### src/inc/dpec_pkg.sv
// Shared constants and state types for the dual probe edge capture block
package dpec_pkg;

   // Object dictionary indices of the probe entries
   localparam logic [15:0] OD_FUNC = 16'h60b8;
   localparam logic [15:0] OD_STATUS = 16'h60b9;
   localparam logic [15:0] OD_P1_RISE_POS = 16'h60ba;
   localparam logic [15:0] OD_P1_FALL_POS = 16'h60bb;
   localparam logic [15:0] OD_P2_RISE_POS = 16'h60bc;
   localparam logic [15:0] OD_P2_FALL_POS = 16'h60bd;
   localparam logic [15:0] OD_SELECT = 16'h60d0;
   localparam logic [15:0] OD_P1_RISE_TIME = 16'h60d1;
   localparam logic [15:0] OD_P1_FALL_TIME = 16'h60d2;
   localparam logic [15:0] OD_P2_RISE_TIME = 16'h60d3;
   localparam logic [15:0] OD_P2_FALL_TIME = 16'h60d4;

   // Sub-index values
   localparam logic [7:0] SUB_COUNT = 8'h00;
   localparam logic [7:0] SUB_PROBE1 = 8'h01;
   localparam logic [7:0] SUB_PROBE2 = 8'h02;
   localparam logic [7:0] SEL_ENTRIES = 8'h02;

   // Function word field positions within one channel's byte
   localparam int unsigned FN_ENABLE_BIT = 0;
   localparam int unsigned FN_MODE_BIT = 1;
   localparam int unsigned FN_SRC_LSB = 2;
   localparam int unsigned FN_RISE_BIT = 4;
   localparam int unsigned FN_FALL_BIT = 5;
   localparam int unsigned CH_STRIDE = 8;
   localparam int unsigned CH_COUNT = 2;

   // Writable bits of the function word; bits 6,7,14,15 stay zero
   localparam logic [15:0] FN_WRITE_MASK = 16'h3f3f;

   // Status word bit positions within one channel's byte
   localparam int unsigned ST_ENABLED_BIT = 0;
   localparam int unsigned ST_RISE_BIT = 1;
   localparam int unsigned ST_FALL_BIT = 2;

   // Trigger source encodings
   localparam logic [1:0] SRC_PIN = 2'h0;
   localparam logic [1:0] SRC_INDEX = 2'h1;
   localparam logic [1:0] SRC_SELECT = 2'h2;

   // Number of digital input pins that a select entry may name
   localparam int unsigned PIN_COUNT = 16;

   // Reset values
   localparam logic [15:0] FUNC_RST = 16'h0000;
   localparam logic [15:0] SEL_RST = 16'h0000;

   // State of one capture channel
   typedef struct packed {
      logic prev;
      logic rise_st;
      logic fall_st;
      logic [31:0] rise_pos;
      logic [31:0] fall_pos;
      logic [31:0] rise_time;
      logic [31:0] fall_time;
   } dpec_chan_t;

   // State of the top level: settings, synchronisers, read answer
   typedef struct packed {
      logic [15:0] func;
      logic [1:0][15:0] sel;
      logic [15:0] pin_m;
      logic [15:0] pin_s;
      logic idx_m;
      logic idx_s;
      logic [31:0] rdata;
      logic ack;
      logic err;
   } dpec_top_t;

endpackage

### src/design/dpec_channel.sv
`timescale 1ns/100ps
`default_nettype none

// One probe channel: edge detection and position/time holders
module dpec_channel
(
   input wire logic clk,
   input wire logic rst,
   input wire logic enable,
   input wire logic continuous,
   input wire logic rise_en,
   input wire logic fall_en,
   input wire logic trig,
   input wire logic [31:0] position,
   input wire logic [31:0] time_ns,
   output logic rise_stored,
   output logic fall_stored,
   output logic [31:0] rise_pos,
   output logic [31:0] fall_pos,
   output logic [31:0] rise_time,
   output logic [31:0] fall_time
);
   import dpec_pkg::*; // Shared constants and state types

   dpec_chan_t s_q; // Registered channel state
   dpec_chan_t s_d; // Next channel state
   logic rise_ev; // Rising edge of the trigger this cycle
   logic fall_ev; // Falling edge of the trigger this cycle

   // Edges seen against last cycle's trigger level
   assign rise_ev = trig & ~s_q.prev;
   assign fall_ev = ~trig & s_q.prev;

   // Next state: capture on qualifying edges, clear the stored flags when off
   always_comb
   begin
      s_d = s_q;
      s_d.prev = trig;
      if (!enable)
      begin
         // Channel off: flags drop, nothing is captured
         s_d.rise_st = 1'b0;
         s_d.fall_st = 1'b0;
      end
      else
      begin
         // Rising edge; in first-event mode only while no rising value is stored
         if (rise_en && rise_ev && (continuous || !s_q.rise_st))
         begin
            s_d.rise_st = 1'b1;
            s_d.rise_pos = position;
            s_d.rise_time = time_ns;
         end
         // Falling edge, same qualification
         if (fall_en && fall_ev && (continuous || !s_q.fall_st))
         begin
            s_d.fall_st = 1'b1;
            s_d.fall_pos = position;
            s_d.fall_time = time_ns;
         end
      end
   end

   // State register
   always_ff @(posedge clk)
   begin
      if (rst)
      begin
         s_q <= '0;
      end
      else
      begin
         s_q <= s_d;
      end
   end

   // Outputs straight from the holders
   assign rise_stored = s_q.rise_st;
   assign fall_stored = s_q.fall_st;
   assign rise_pos = s_q.rise_pos;
   assign fall_pos = s_q.fall_pos;
   assign rise_time = s_q.rise_time;
   assign fall_time = s_q.fall_time;

endmodule
`default_nettype wire

### src/design/dpec_top.sv
`timescale 1ns/100ps
`default_nettype none

module dpec_top
(
   input wire logic CLK,
   input wire logic RST,
   input wire logic [15:0] OD_INDEX,
   input wire logic [7:0] OD_SUB,
   input wire logic OD_WR,
   input wire logic OD_RD,
   input wire logic [31:0] OD_WDATA,
   output logic [31:0] OD_RDATA,
   output logic OD_ACK,
   output logic OD_ERR,
   input wire logic [15:0] PROBE_PIN,
   input wire logic ENC_INDEX,
   input wire logic [31:0] AXIS_POSITION,
   input wire logic [31:0] TIME_NS
);
   import dpec_pkg::*; // Shared constants and state types

   dpec_top_t s_q; // Registered top state
   dpec_top_t s_d; // Next top state

   // Per-channel trigger levels and results from the capture channels, and the status word
   logic [CH_COUNT-1:0] rise_stored; // Rising value held
   logic [CH_COUNT-1:0] fall_stored; // Falling value held
   logic [CH_COUNT-1:0] trig; // Selected trigger level
   logic [CH_COUNT-1:0][31:0] rise_pos; // Rising positions
   logic [CH_COUNT-1:0][31:0] fall_pos; // Falling positions
   logic [CH_COUNT-1:0][31:0] rise_time; // Rising time stamps
   logic [CH_COUNT-1:0][31:0] fall_time; // Falling time stamps
   logic [15:0] status; // Assembled status word

   // Level of the pin that a select entry names, zero if none
   function automatic logic select_level(input logic [15:0] sel, input logic [15:0] pins);
      logic [15:0] mag;
      logic lvl;
      mag = 16'h0000 - sel;
      lvl = 1'b0;
      // Entry -n names pin n-1 (pins[n-1]); anything else names no pin
      if (mag >= 16'h0001 && mag <= 16'(PIN_COUNT))
      begin
         lvl = pins[4'(mag - 16'h0001)];
      end
      return lvl;
   endfunction

   // Trigger level of one channel from its source field
   function automatic logic src_level(input logic [1:0] src, input logic [15:0] sel,
                                      input logic [15:0] pins, input logic idx,
                                      input logic [3:0] own_pin);
      logic lvl;
      lvl = 1'b0;
      case (src)
         SRC_PIN:
         begin
            // Channel's own input pin
            lvl = pins[own_pin];
         end
         SRC_INDEX:
         begin
            // Encoder index pulse
            lvl = idx;
         end
         SRC_SELECT:
         begin
            // Pin named by the select entry
            lvl = select_level(sel, pins);
         end
         default:
         begin
            // Reserved source: no trigger at all
            lvl = 1'b0;
         end
      endcase
      return lvl;
   endfunction

   // One capture channel per probe with its own configuration byte
   generate
      for (genvar ch = 0; ch < CH_COUNT; ch++)
      begin : g_ch
         // Source choice for this probe
         assign trig[ch] = src_level(s_q.func[ch*CH_STRIDE+FN_SRC_LSB +: 2], s_q.sel[ch],
                                     s_q.pin_s, s_q.idx_s, 4'(ch));

         // Edge capture for this probe
         dpec_channel u_chan (
            .clk(CLK),
            .rst(RST),
            .enable(s_q.func[ch*CH_STRIDE+FN_ENABLE_BIT]),
            .continuous(s_q.func[ch*CH_STRIDE+FN_MODE_BIT]),
            .rise_en(s_q.func[ch*CH_STRIDE+FN_RISE_BIT]),
            .fall_en(s_q.func[ch*CH_STRIDE+FN_FALL_BIT]),
            .trig(trig[ch]),
            .position(AXIS_POSITION),
            .time_ns(TIME_NS),
            .rise_stored(rise_stored[ch]),
            .fall_stored(fall_stored[ch]),
            .rise_pos(rise_pos[ch]),
            .fall_pos(fall_pos[ch]),
            .rise_time(rise_time[ch]),
            .fall_time(fall_time[ch])
         );
      end
   endgenerate

   // Status word: enable and stored flags, reserved bits zero
   always_comb
   begin
      status = 16'h0000;
      for (int ch = 0; ch < CH_COUNT; ch++)
      begin
         status[ch*CH_STRIDE+ST_ENABLED_BIT] = s_q.func[ch*CH_STRIDE+FN_ENABLE_BIT];
         // Flags are masked by the enable so a switched-off probe never shows a stale flag
         status[ch*CH_STRIDE+ST_RISE_BIT] = rise_stored[ch] & s_q.func[ch*CH_STRIDE+FN_ENABLE_BIT];
         status[ch*CH_STRIDE+ST_FALL_BIT] = fall_stored[ch] & s_q.func[ch*CH_STRIDE+FN_ENABLE_BIT];
      end
   end

   // Next state: synchronisers, dictionary writes and read answers
   always_comb
   begin
      s_d = s_q;

      // Two-stage synchronisers for the pins and the index
      s_d.pin_m = PROBE_PIN;
      s_d.pin_s = s_q.pin_m;
      s_d.idx_m = ENC_INDEX;
      s_d.idx_s = s_q.idx_m;

      // Answer strobes last one cycle
      s_d.ack = OD_WR | OD_RD;
      s_d.err = 1'b0;

      if (OD_WR)
      begin
         // Writes reach only the function word and the select entries
         if (OD_INDEX == OD_FUNC && OD_SUB == SUB_COUNT)
         begin
            s_d.func = OD_WDATA[15:0] & FN_WRITE_MASK;
         end
         else if (OD_INDEX == OD_SELECT && OD_SUB == SUB_PROBE1)
         begin
            s_d.sel[0] = OD_WDATA[15:0];
         end
         else if (OD_INDEX == OD_SELECT && OD_SUB == SUB_PROBE2)
         begin
            s_d.sel[1] = OD_WDATA[15:0];
         end
         else
         begin
            // Read-only or unknown entry
            s_d.err = 1'b1;
         end
      end
      else if (OD_RD)
      begin
         // Read answer, registered for the next cycle
         s_d.rdata = 32'h00000000;
         if (OD_INDEX == OD_SELECT)
         begin
            case (OD_SUB)
               SUB_COUNT:
               begin
                  // Count of entries that follow
                  s_d.rdata = {24'h000000, SEL_ENTRIES};
               end
               SUB_PROBE1:
               begin
                  // Sign-extended entry one
                  s_d.rdata = {{16{s_q.sel[0][15]}}, s_q.sel[0]};
               end
               SUB_PROBE2:
               begin
                  // Sign-extended entry two
                  s_d.rdata = {{16{s_q.sel[1][15]}}, s_q.sel[1]};
               end
               default:
               begin
                  // No such sub-index
                  s_d.err = 1'b1;
               end
            endcase
         end
         else if (OD_SUB != SUB_COUNT)
         begin
            // Scalar entries have only sub-index zero
            s_d.err = 1'b1;
         end
         else
         begin
            case (OD_INDEX)
               OD_FUNC:
               begin
                  // Function word
                  s_d.rdata = {16'h0000, s_q.func};
               end
               OD_STATUS:
               begin
                  // Status word
                  s_d.rdata = {16'h0000, status};
               end
               OD_P1_RISE_POS:
               begin
                  // Probe one rising position
                  s_d.rdata = rise_pos[0];
               end
               OD_P1_FALL_POS:
               begin
                  // Probe one falling position
                  s_d.rdata = fall_pos[0];
               end
               OD_P2_RISE_POS:
               begin
                  // Probe two rising position
                  s_d.rdata = rise_pos[1];
               end
               OD_P2_FALL_POS:
               begin
                  // Probe two falling position
                  s_d.rdata = fall_pos[1];
               end
               OD_P1_RISE_TIME:
               begin
                  // Probe one rising time
                  s_d.rdata = rise_time[0];
               end
               OD_P1_FALL_TIME:
               begin
                  // Probe one falling time
                  s_d.rdata = fall_time[0];
               end
               OD_P2_RISE_TIME:
               begin
                  // Probe two rising time
                  s_d.rdata = rise_time[1];
               end
               OD_P2_FALL_TIME:
               begin
                  // Probe two falling time
                  s_d.rdata = fall_time[1];
               end
               default:
               begin
                  // Unknown entry
                  s_d.err = 1'b1;
               end
            endcase
         end
      end
   end

   // State register
   always_ff @(posedge CLK)
   begin
      if (RST)
      begin
         s_q <= '0;
         s_q.func <= FUNC_RST;
         s_q.sel[0] <= SEL_RST;
         s_q.sel[1] <= SEL_RST;
      end
      else
      begin
         s_q <= s_d;
      end
   end

   // Dictionary answer from registers
   assign OD_RDATA = s_q.rdata;
   assign OD_ACK = s_q.ack;
   assign OD_ERR = s_q.err;

endmodule
`default_nettype wire

### config.mk
export PLATFORM = sky130hd
export DESIGN_NAME = dpec_top
export DESIGN_NICKNAME = d
export VERILOG_FILES = /design/src/inc/dpec_pkg.sv /design/src/design/dpec_channel.sv /design/src/design/dpec_top.sv
export SDC_FILE = /design/constraint.sdc
export NUM_CORES = 1
export LEC_CHECK = 0
export BUFFER_PORTS_ARGS = -buffer_cell sky130_fd_sc_hd__clkbuf_2
export CAP_MARGIN = 10
export CORE_UTILIZATION = 48
export CTS_CLUSTER_SIZE = 10
export DETAILED_ROUTE_END_ITERATION = 7
export MAX_ROUTING_LAYER = met4
export PLACE_DENSITY = 0.68
export SLEW_MARGIN = 20
export SYNTH_ARGS = -nofsm -noshare
export SYNTH_HDL_FRONTEND = slang
export SYNTH_SLANG_ARGS = --single-unit
### constraint.sdc
create_clock -name CLK -period 5 [get_ports CLK]
set_clock_uncertainty 0.2 [all_clocks]
set_input_delay 0 -clock CLK [delete_from_list [all_inputs] [get_ports CLK]]
set_output_delay 0 -clock CLK [all_outputs]
set_load 0.05 [all_outputs]
# --- Word level (Yosys, flattened, before mapping) ---
# Cells that the tools add are included.
totals:
  ff_bits: 374
  input_bits: 141
  output_inout_bits: 34
  elab_cells: 127
op_classes:
  n_addsub: 4
  order_cmp: 6
  eq_ne: 17
  mux: 21
  bitwise: 18
  reduce_logical: 37
op_table:
  columns: ["op", "n"]
  rows:
  - ["one-hot mux 32 bit (10 select lines)", 1]
  - ["equality test 16 x 15 -> 1 bit, second input constant", 11]
  - ["one-hot mux 32 bit (3 select lines)", 1]
  - ["2-to-1 mux 32 bit", 2]
  - [">= comparator 16 x 1 -> 1 bit, second input constant", 2]
  - ["less-or-equal comparator 16 x 5 -> 1 bit, second input constant", 2]
  - ["subtractor 1 x 16 -> 16 bit, first input constant", 2]
  - ["logical AND 1 bit", 13]
  - ["2-to-1 mux 1 bit", 13]
  - ["AND reduction 2 bit", 6]
  - ["less-than comparator 4 x 5 -> 1 bit, second input constant", 2]
  - ["OR reduction 10 bit", 1]
  - ["inverter 1 bit", 9]
  - ["AND 1 bit", 8]
  - ["binary-select mux 1 bit (select 4 bit)", 2]
  - ["equality test 8 x 1 -> 1 bit, second input constant", 1]
  - ["equality test 8 x 2 -> 1 bit, second input constant", 1]
  - ["zero test 8 bit", 1]
  - ["nonzero test 8 bit", 1]
  - ["subtractor 4 x 1 -> 4 bit, second input constant", 2]
  - ["one-hot mux 1 bit (3 select lines)", 2]
  - ["equality test 2 x 1 -> 1 bit, second input constant", 2]
  - ["equality test 2 bit, second input constant", 2]
  - ["zero test 1 bit", 4]
  - ["other kinds (7)", 12]

# --- Depth between registers and ports, before layout ---
# Gate-level depths: netlist (run 1).
logic_depth:
  word_depth: 11
  ltp_mapped: 14
  mapped_depth_nobuf: 10

# --- By module ---
# From an unflattened synthesis (run 1), not the netlist that was laid out.
hier_totals:
  hier_cells: 2145
  hier_area_um2: 20424.6
by_module_without_submodules:
  columns: ["mod", "n_inst", "cells_per_inst", "area_per_inst_um2", "seq_area_each_um2"]
  rows:
  - ["dpec_channel", 2, 628, 6351.1, 2622.5]
  - ["dpec_top", 1, 889, 7722.4, 2242.2]

# --- Worst setup path after synthesis (run 1) ---
# OpenSTA, ideal clock, no wires.
synth_timing:
  path_type: "register -> register"
  startpoint: "register s_q[68] (netlist bit)"
  endpoint: "register g_ch[0].u_chan.s_q, in the netlist g_ch[0].u_chan.rise_pos[0]"
  arrival_time_ps: 3569
  required_time_ps: 4679
  setup_slack_ps: 1110
  path_stages_with_launch: 14
  path_buffers: 3
  synth_period_minus_slack_ps: 3890
  cell_sequence: "dfxtp_1 > buf_2 > inv_1 > ha_1 > mux2_2 > o2111a_1 > or3_2 > mux2i_1 > mux2_2 > o32a_4 > or3_1 > buf_6 > buf_6 > mux2i_1"
synth_via:
  elab_chain_len: 10
  word_cells_on_any_way: 13
  classes_between: "add/sub (2); order compare (2); mux (4); bitwise (1); reduce/logical (4)"
synth_lines:
  columns: ["element", "line_no", "text"]
  rows:
  - ["start: declaration", "dpec_top.sv:23", "dpec_top_t s_q;"]
  - ["subtractor 1 x 16 -> 16 bit *", "dpec_top.sv:40", "mag = 16'h0000 - sel;"]
  - ["subtractor 4 x 1 -> 4 bit", "dpec_top.sv:45", "lvl = pins[4'(mag - 16'h0001)];"]
  - ["binary-select mux 1 bit (select 4 bit)", "dpec_top.sv:45", null]
  - ["2-to-1 mux 1 bit (implied by the code)", "dpec_top.sv:45", null]
  - ["2-to-1 mux 1 bit *", "dpec_top.sv:43", "if (mag >= 16'h0001 && mag <= 16'(PIN_COUNT))"]
  - ["one-hot mux 1 bit (3 select lines) *", "dpec_top.sv:56", "case (src)"]
  - ["AND 1 bit *", "dpec_channel.sv:31", "assign rise_ev = trig & ~s_q.prev;"]
  - ["logical AND 1 bit * (2 in series)", "dpec_channel.sv:48", "if (rise_en && rise_ev && (continuous || !s_q.rise_st))"]
  - ["AND reduction 2 bit (no line) *", null, null]
  - ["end signal: assignment", "dpec_channel.sv:69", "s_q <= '0;"]
  - ["end signal: assignment", "dpec_channel.sv:73", "s_q <= s_d;"]
  - ["end: declaration", "dpec_channel.sv:25", "dpec_chan_t s_q;"]
# Mark *: on every way between the ends. The rest lies on a longest branch, timed or not. The select of a mux whose other input is x is not followed.
# A chain may end at the register's enable or synchronous reset.

# --- Worst setup path in the final report (run 1) ---
layout_timing:
  startpoint: "register s_q[68] (netlist bit)"
  endpoint: "register g_ch[0].u_chan.s_q, in the netlist g_ch[0].u_chan.rise_pos[16]"
# Same word-level chain as after synthesis.

==> results_dict.tcl, run 1 <==
set metrics [dict create \
    hold_violations 0 \
    rows 68 \
    final.hold.worst_slack_ps 42.1 \
    synth_area_um2 17200 \
    global_route_wire_length_before_repair_mm 75.7 \
    reg2reg_setup_slack_ps 640 \
    route.detailed.vias_per_inst 5.77 \
    fin_tns_setup_ps 0 \
    grt_start_max_net_pins 210 \
    final_count_of_negative_setup_slack_endpoints 0 \
    grt_remaining_overflow 0 \
    synth_fp_nets 1905 \
    cts_resized 0 \
    placedCellCount 2234 \
    timing_worst_setup_path_type "flip-flop to flip-flop" \
    ios 175 \
    place_worst_setup_slack_ps 668 \
    clock_tree_sinks 374 \
    dominant_synthesized_flop_cell "dfxtp_1" \
    finalCritPeriodShare 0.872 \
    remaining_drc_errors 0 \
    first_global_vias 13804 \
    fillCellCount 2935 \
    tritoncts "done" \
    cts.path.max_buffers 3 \
    worstSkewPairLatency_ps 560 \
    synth.distinct_cells 66 \
    max-slew-margin-rel 0.290 \
    die_area_um2 36600 \
    worst_setup_path_end_kind "flip-flop" \
    coreArea_um2 34900 \
    rsz0062_at_grt "no" \
    arrival_ps 4580 \
    synth.yosys.seq_area_share 0.435 \
    areaGrowthSynthToFinish_pct 20.4 \
    final_worst_setup_slack_ps 639 \
    worst_hold_path_stage_count 4 \
    port_buf_inserts 158 \
    worst-endpoint-required_ps 5220 \
    total_leakage_power_nw 9.22 \
    chipHeight_um 191 \
    crit_path_time_final_ps 4360 \
    die_x_um 191 \
    power_density_of_the_placed_cells_nw_per_um2 305 \
    postSynth.asyncResetShare 0 \
    maxClockFrequency_mhz 229 \
    maxCapViolations 0 \
    worst-r2r-cell-count 11 \
    hold_path.class "primary input to flip-flop" \
    routabilityCongestion 0.931 \
    post_synth.cell_area_avg_um2 9.78 \
    synth_enable_flop_cells 0 \
    status "completed" \
    drt_pass1_iterations 6 \
    drt.antenna.violating_nets 0 \
    num-nets-final 2107 \
    initial_core_util 0.493 \
    fraction_of_final_layout_cells_with_drive_strength_greater_than_1 0.139 \
    pin_slew_with_the_least_headroom_to_its_limit_ps 1060 \
    detail_route.iter0.violations 1175 \
    p_total_mw 6.32 \
    vdd_drop_max_mv 0.242 \
    dpl.hpwl_mm 28.5 \
    setup.worst_path.start_class "flip-flop" \
    postRouteWirelength_mm 48.5 \
    cts_max_level 2 \
    cell_at_the_root_of_the_clock_tree "clkbuf_16" \
    timing.final.max_slew_violations 0 \
    mapped_cells 1758 \
    routedWlPerCell_um 20.0 \
    yosys_warnings 0 \
    timing.critical_path.fanout_max 52 \
    cts_made_buffers 44 \
    grt_usage 0.272 \
    post_layout_nonfiller_instances 2425 \
    antenna_found_initial 1 \
    ys_ff_latch 374 \
    clkSlewWorstSetupHoldPaths_ps 50 \
    detailed_route_via_count 14004 \
]
[cells in the mapped netlist, types with 4 or more instances]
cell type  instances  area, µm²
dfxtp_1          374       7490
nand2b_1         324       2030
mux2i_1          307       3070
nor2_1           102        383
clkbuf_1         101        379
a22oi_1           75        563
nor3_1            50        250
nand2_1           41        154
nor2b_1           39        244
nand4_1           38        238
buf_4             37        278
a222oi_1          36        360
a21oi_1           31        155
buf_2             21        105
inv_1             18       67.6
nand3_1           13       65.1
nor4_1            13       81.3
o21ai_0           11       55.1
a22o_1            10       87.6
a221oi_1           9       78.8
a31oi_1            7       43.8
mux4_2             7        158
xnor2_1            7       61.3
buf_6              6       67.6
ha_1               6       75.1
a211oi_1           5       37.5
nor3b_1            5       37.5
o31ai_1            5       37.5
a32oi_1            4       35.0
mux2_2             4       45.0
xor2_1             4       35.0
[timing repair]
item                                   CTS  global route
buffers inserted                         0             0
endpoints found under the hold margin  363             0
hold buffers                           135             0
[cell families (layout without fill, tap and decap cells)]
family                   Yosys count  count (layout)  synth area share
AO/OA/AOI/OAI                    212             212            0.0947
XOR/XNOR                          11              11           0.00560
adder cells (fa/ha/maj)            6               6           0.00437
buffers and inverters            185             396            0.0526
flip-flops                       374             374             0.435
multiplexers                     319             319             0.192
other                              0               1                 0
AND/OR/NAND/NOR                  651             651             0.215
[registers in the layout, indices dropped and copies added, names as in the netlist, 2 cells and up]
signal	cells
OD_RDATA	32
g_ch.u_chan.s_q	2
s_d	17
s_q	61
g_ch.u_chan.fall_pos	64
g_ch.u_chan.rise_pos	64
g_ch.u_chan.fall_time	64
g_ch.u_chan.fall_stored	2
g_ch.u_chan.rise_time	64
g_ch.u_chan.rise_stored	2
[critical path: stages, from the launching register on]
cell	delay, ps
dfxtp_1	660
inv_1	150
ha_1	430
mux2_2	320
o2111a_1	230
or3_2	510
mux2i_1	140
mux2_2	280
o32a_4	420
or3_4	410
buf_12	240
mux2i_1	170
[layer usage]
| metal | global-route usage | up-vias | wire length, µm |
|---|---|---|---|
| li1 | - | 6583 | - |
| met1 | 0.346 | 6778 | 21200 |
| met2 | 0.437 | 508 | 22600 |
| met3 | 0.0327 | 135 | 2790 |
| met4 | 0.111 | 0 | 1850 |
| met5 | - | - | 0 |
[area by class of cell]
| cell class | instances | area (µm²) | area share |
|---|---|---|---|
| Antenna cell | 1 | 2.50 | 0.000121 |
| Timing Repair Buffer | 323 | 2450 | 0.118 |
| Sequential cell | 374 | 7490 | 0.362 |
| Inverter | 18 | 67.6 | 0.00326 |
| Clock buffer | 50 | 1150 | 0.0557 |
| Tap cell | 455 | 569 | 0.0275 |
| Clock inverter | 5 | 80.1 | 0.00387 |
| Multi-Input combinational cell | 1199 | 8890 | 0.429 |
[cells in the final DEF, fill, tap and decap left out, drive strengths merged, types with 14 or more instances in the layout]
| cell type | count |
|---|---|
| a222oi | 36 |
| buf | 31 |
| mux2i | 307 |
| a21oi | 31 |
| dfxtp | 374 |
| nand2b | 324 |
| nor2b | 39 |
| nand4 | 38 |
| clkbuf | 207 |
| nand2 | 41 |
| nor4 | 14 |
| a22oi | 75 |
| nor2 | 102 |
| dlygate4sd3 | 135 |
| nor3 | 51 |
| inv | 20 |
[per-stage QoR]
step                 util  instance area (µm²)
finish              0.594                20700
CTS                 0.593                20700
detailed placement  0.519                18100
global placement    0.519                18100
global route        0.594                20700
floorplan               -                17200
[path summary, 6_finish.rpt]
check | endpoint | start
setup / recovery | g_ch[0].u_chan.rise_pos[16] | s_q[68]
hold / removal | s_q[98] | OD_WDATA[14]
setup reg to reg | g_ch[0].u_chan.rise_pos[16] | s_q[68]
hold reg to reg | s_q[51] | s_d[51]
[report_power, final]
group	leakage [nW]	internal, mW	switching (mW)
Sequential	3.02	3.01	0.0136
Clock	0.607	1.67	1.20
Combinational	5.59	0.191	0.229
Total	9.22	4.87	1.44
Note: power is estimated with default switching activity, not from simulation.
==> run 2, diff against run 1 <==
--- a/config.mk
+++ b/config.mk
@@ -10,6 +10,7 @@
 export CORE_UTILIZATION = 48
 export CTS_CLUSTER_SIZE = 10
 export DETAILED_ROUTE_END_ITERATION = 7
+export GPL_TIMING_DRIVEN = 0
 export MAX_ROUTING_LAYER = met4
 export PLACE_DENSITY = 0.68
 export SLEW_MARGIN = 20
==> constraint.sdc (replaced) <==
create_clock -name CLK -period 5.56 [get_ports CLK]
set_clock_uncertainty 0.2 [all_clocks]
set_input_delay 0 -clock CLK [delete_from_list [all_inputs] [get_ports CLK]]
set_output_delay 0 -clock CLK [all_outputs]
set_load 0.05 [all_outputs]
==> results_dict.tcl, run 2 (same netlist as run 1, synthesis figures left out) <==
set metrics [dict create \
    routedWlPerCell_um 22.5 \
    chipHeight_um 191 \
    fin_tns_setup_ps 0 \
    cts_resized 0 \
    cts_max_level 2 \
    timing.final.max_slew_violations 0 \
    worst_setup_path_end_kind "flip-flop" \
    clkSlewWorstSetupHoldPaths_ps 60 \
    detailed_route_via_count 14799 \
    final_count_of_negative_setup_slack_endpoints 0 \
    worst-r2r-cell-count 12 \
    hold_path_sink "s_d[41]" \
    max-slew-margin-rel 0.134 \
    antenna_found_initial 1 \
    die_x_um 191 \
    port_buf_inserts 155 \
    timing_worst_setup_path_type "flip-flop to flip-flop" \
    grt_usage 0.322 \
    initial_core_util 0.493 \
    rr_endpoint "g_ch[0].u_chan.rise_time[23]" \
    total_leakage_power_nw 9.27 \
    maxClockFrequency_mhz 218 \
    tritoncts "done" \
    drt_pass1_iterations 7 \
    num-nets-final 2212 \
    worstSkewPairLatency_ps 560 \
    arrival_ps 4870 \
    areaGrowthSynthToFinish_pct 21.3 \
    fraction_of_final_layout_cells_with_drive_strength_greater_than_1 0.141 \
    timing.critical_path.fanout_max 10 \
    crit_path_time_final_ps 4590 \
    worst_hold_path_stage_count 3 \
    worst-endpoint-required_ps 5850 \
    layout.cells.most_common "dfxtp_1" \
    dpl.hpwl_mm 39.7 \
    postRouteWirelength_mm 57.0 \
    finish.utilization 0.598 \
    post_layout_nonfiller_instances 2533 \
    p_total_mw 5.70 \
    vdd_drop_max_mv 0.229 \
    postCtsSetupRepairBufs 0 \
    slowest_stage "or3_2" \
    route.detailed.vias_per_inst 5.84 \
    clock_tree_sinks 374 \
    pin_slew_with_the_least_headroom_to_its_limit_ps 1290 \
    power_density_of_the_placed_cells_nw_per_um2 274 \
    worst_stage_delay_on_the_critical_path_ps 540 \
    maxCapViolations 0 \
    hold_start "PROBE_PIN[5]" \
    cts.path.max_buffers 3 \
    hold_path.class "primary input to flip-flop" \
    placedCellCount 2368 \
    routabilityCongestion 0.908 \
    critical_path.cell_chain "buf_2, inv_1, ha_1, or3b_1, o2111a_1, or3_2, mux2i_1, mux2_2, o32a_4, nor3_2, buf_2, mux2i_1" \
    rsz0062_at_grt "no" \
    setup.worst_path.start_class "flip-flop" \
    grt_start_max_net_pins 13 \
    remaining_drc_errors 0 \
    ios 175 \
    status "completed" \
    finalCritPeriodShare 0.825 \
    reg2reg_setup_slack_ps 970 \
    reg2reg_from "s_q[68]" \
    first_global_vias 14917 \
    global_route_wire_length_before_repair_mm 86.5 \
    hold_violations 0 \
    cts_made_buffers 44 \
    cell_at_the_root_of_the_clock_tree "clkbuf_16" \
    die_area_um2 36600 \
    drt.antenna.violating_nets 0 \
    coreArea_um2 34900 \
    rows 68 \
    final.hold.worst_slack_ps 20.0 \
    mostFrequentLayoutCells "374 x dfxtp_1, 324 x nand2b_1, 307 x mux2i_1" \
    detail_route.iter0.violations 1500 \
    grt_remaining_overflow 0 \
]
## run 2: layout make-up
type                       count  area (µm²)
antenna                        1        2.50
fill                        3034       14000
multi-input combinational   1199        8820
clock buffer                  54        1170
buffer                       167         837
tap                          455         569
clock inverter                 4        56.3
sequential                   374        7490
timing repair buffer         261        1840
inverter                      18        67.6
## run 2: layer usage
metal  track usage  share of wire  vias to the layer above  wire, µm
met1         0.403           0.42                     7196     23900
met2         0.526           0.47                      657     26900
met5             -              0                        -         0
met4         0.131          0.039                        0      2250
li1              -              -                     6787         -
met3        0.0398          0.071                      159      4050
## run 2: timing repair
| action | in CTS | in global routing |
|---|---|---|
| setup endpoints to repair | 0 | 0 |
| hold buffers | 106 | 0 |
| endpoints found under the hold margin | 322 | 0 |
## run 2: where the power goes
part	switching [mW]	internal, mW	leakage (nW)	total [mW]
clock	1.10	1.47	0.597	2.57
combinational	0.235	0.178	5.65	0.413
sequential	0.0127	2.71	3.02	2.72
total	1.35	4.35	9.27	5.70
## run 2: worst max path at each step
stage	depth (start not counted)	to	slack [ps]	start
after floorplan	13	g_ch[0].u_chan.rise_pos[0]	1670	s_q[68]
after global placement	12	g_ch[0].u_chan.rise_time[26]	1090	s_q[68]
after detailed placement	12	g_ch[0].u_chan.rise_time[27]	990	s_q[68]
after CTS	12	g_ch[0].u_chan.rise_time[27]	1000	s_q[68]
after global routing	13	g_ch[1].u_chan.fall_time[0]	810	s_q[84]
final	12	g_ch[0].u_chan.rise_time[23]	970	s_q[68]
## run 2: per-stage QoR
step	instance area [µm²]	setup WS (ps)
2_1_floorplan	17200	1670
3_3_place_gp	18500	1090
3_5_place_dp	18500	994
4_1_cts	20800	1000
5_1_grt	20900	813
6_report	20900	972
## run 2: critical path: cells and delay by family, from the launching register on
kind	cells	cell delay [ps]
buffers and inverters	3	850
adder cells (fa/ha/maj)	1	470
multiplexers	3	670
AND/OR/NAND/NOR	3	1410
AO/OA/AOI/OAI	2	550
flip-flops	1	350
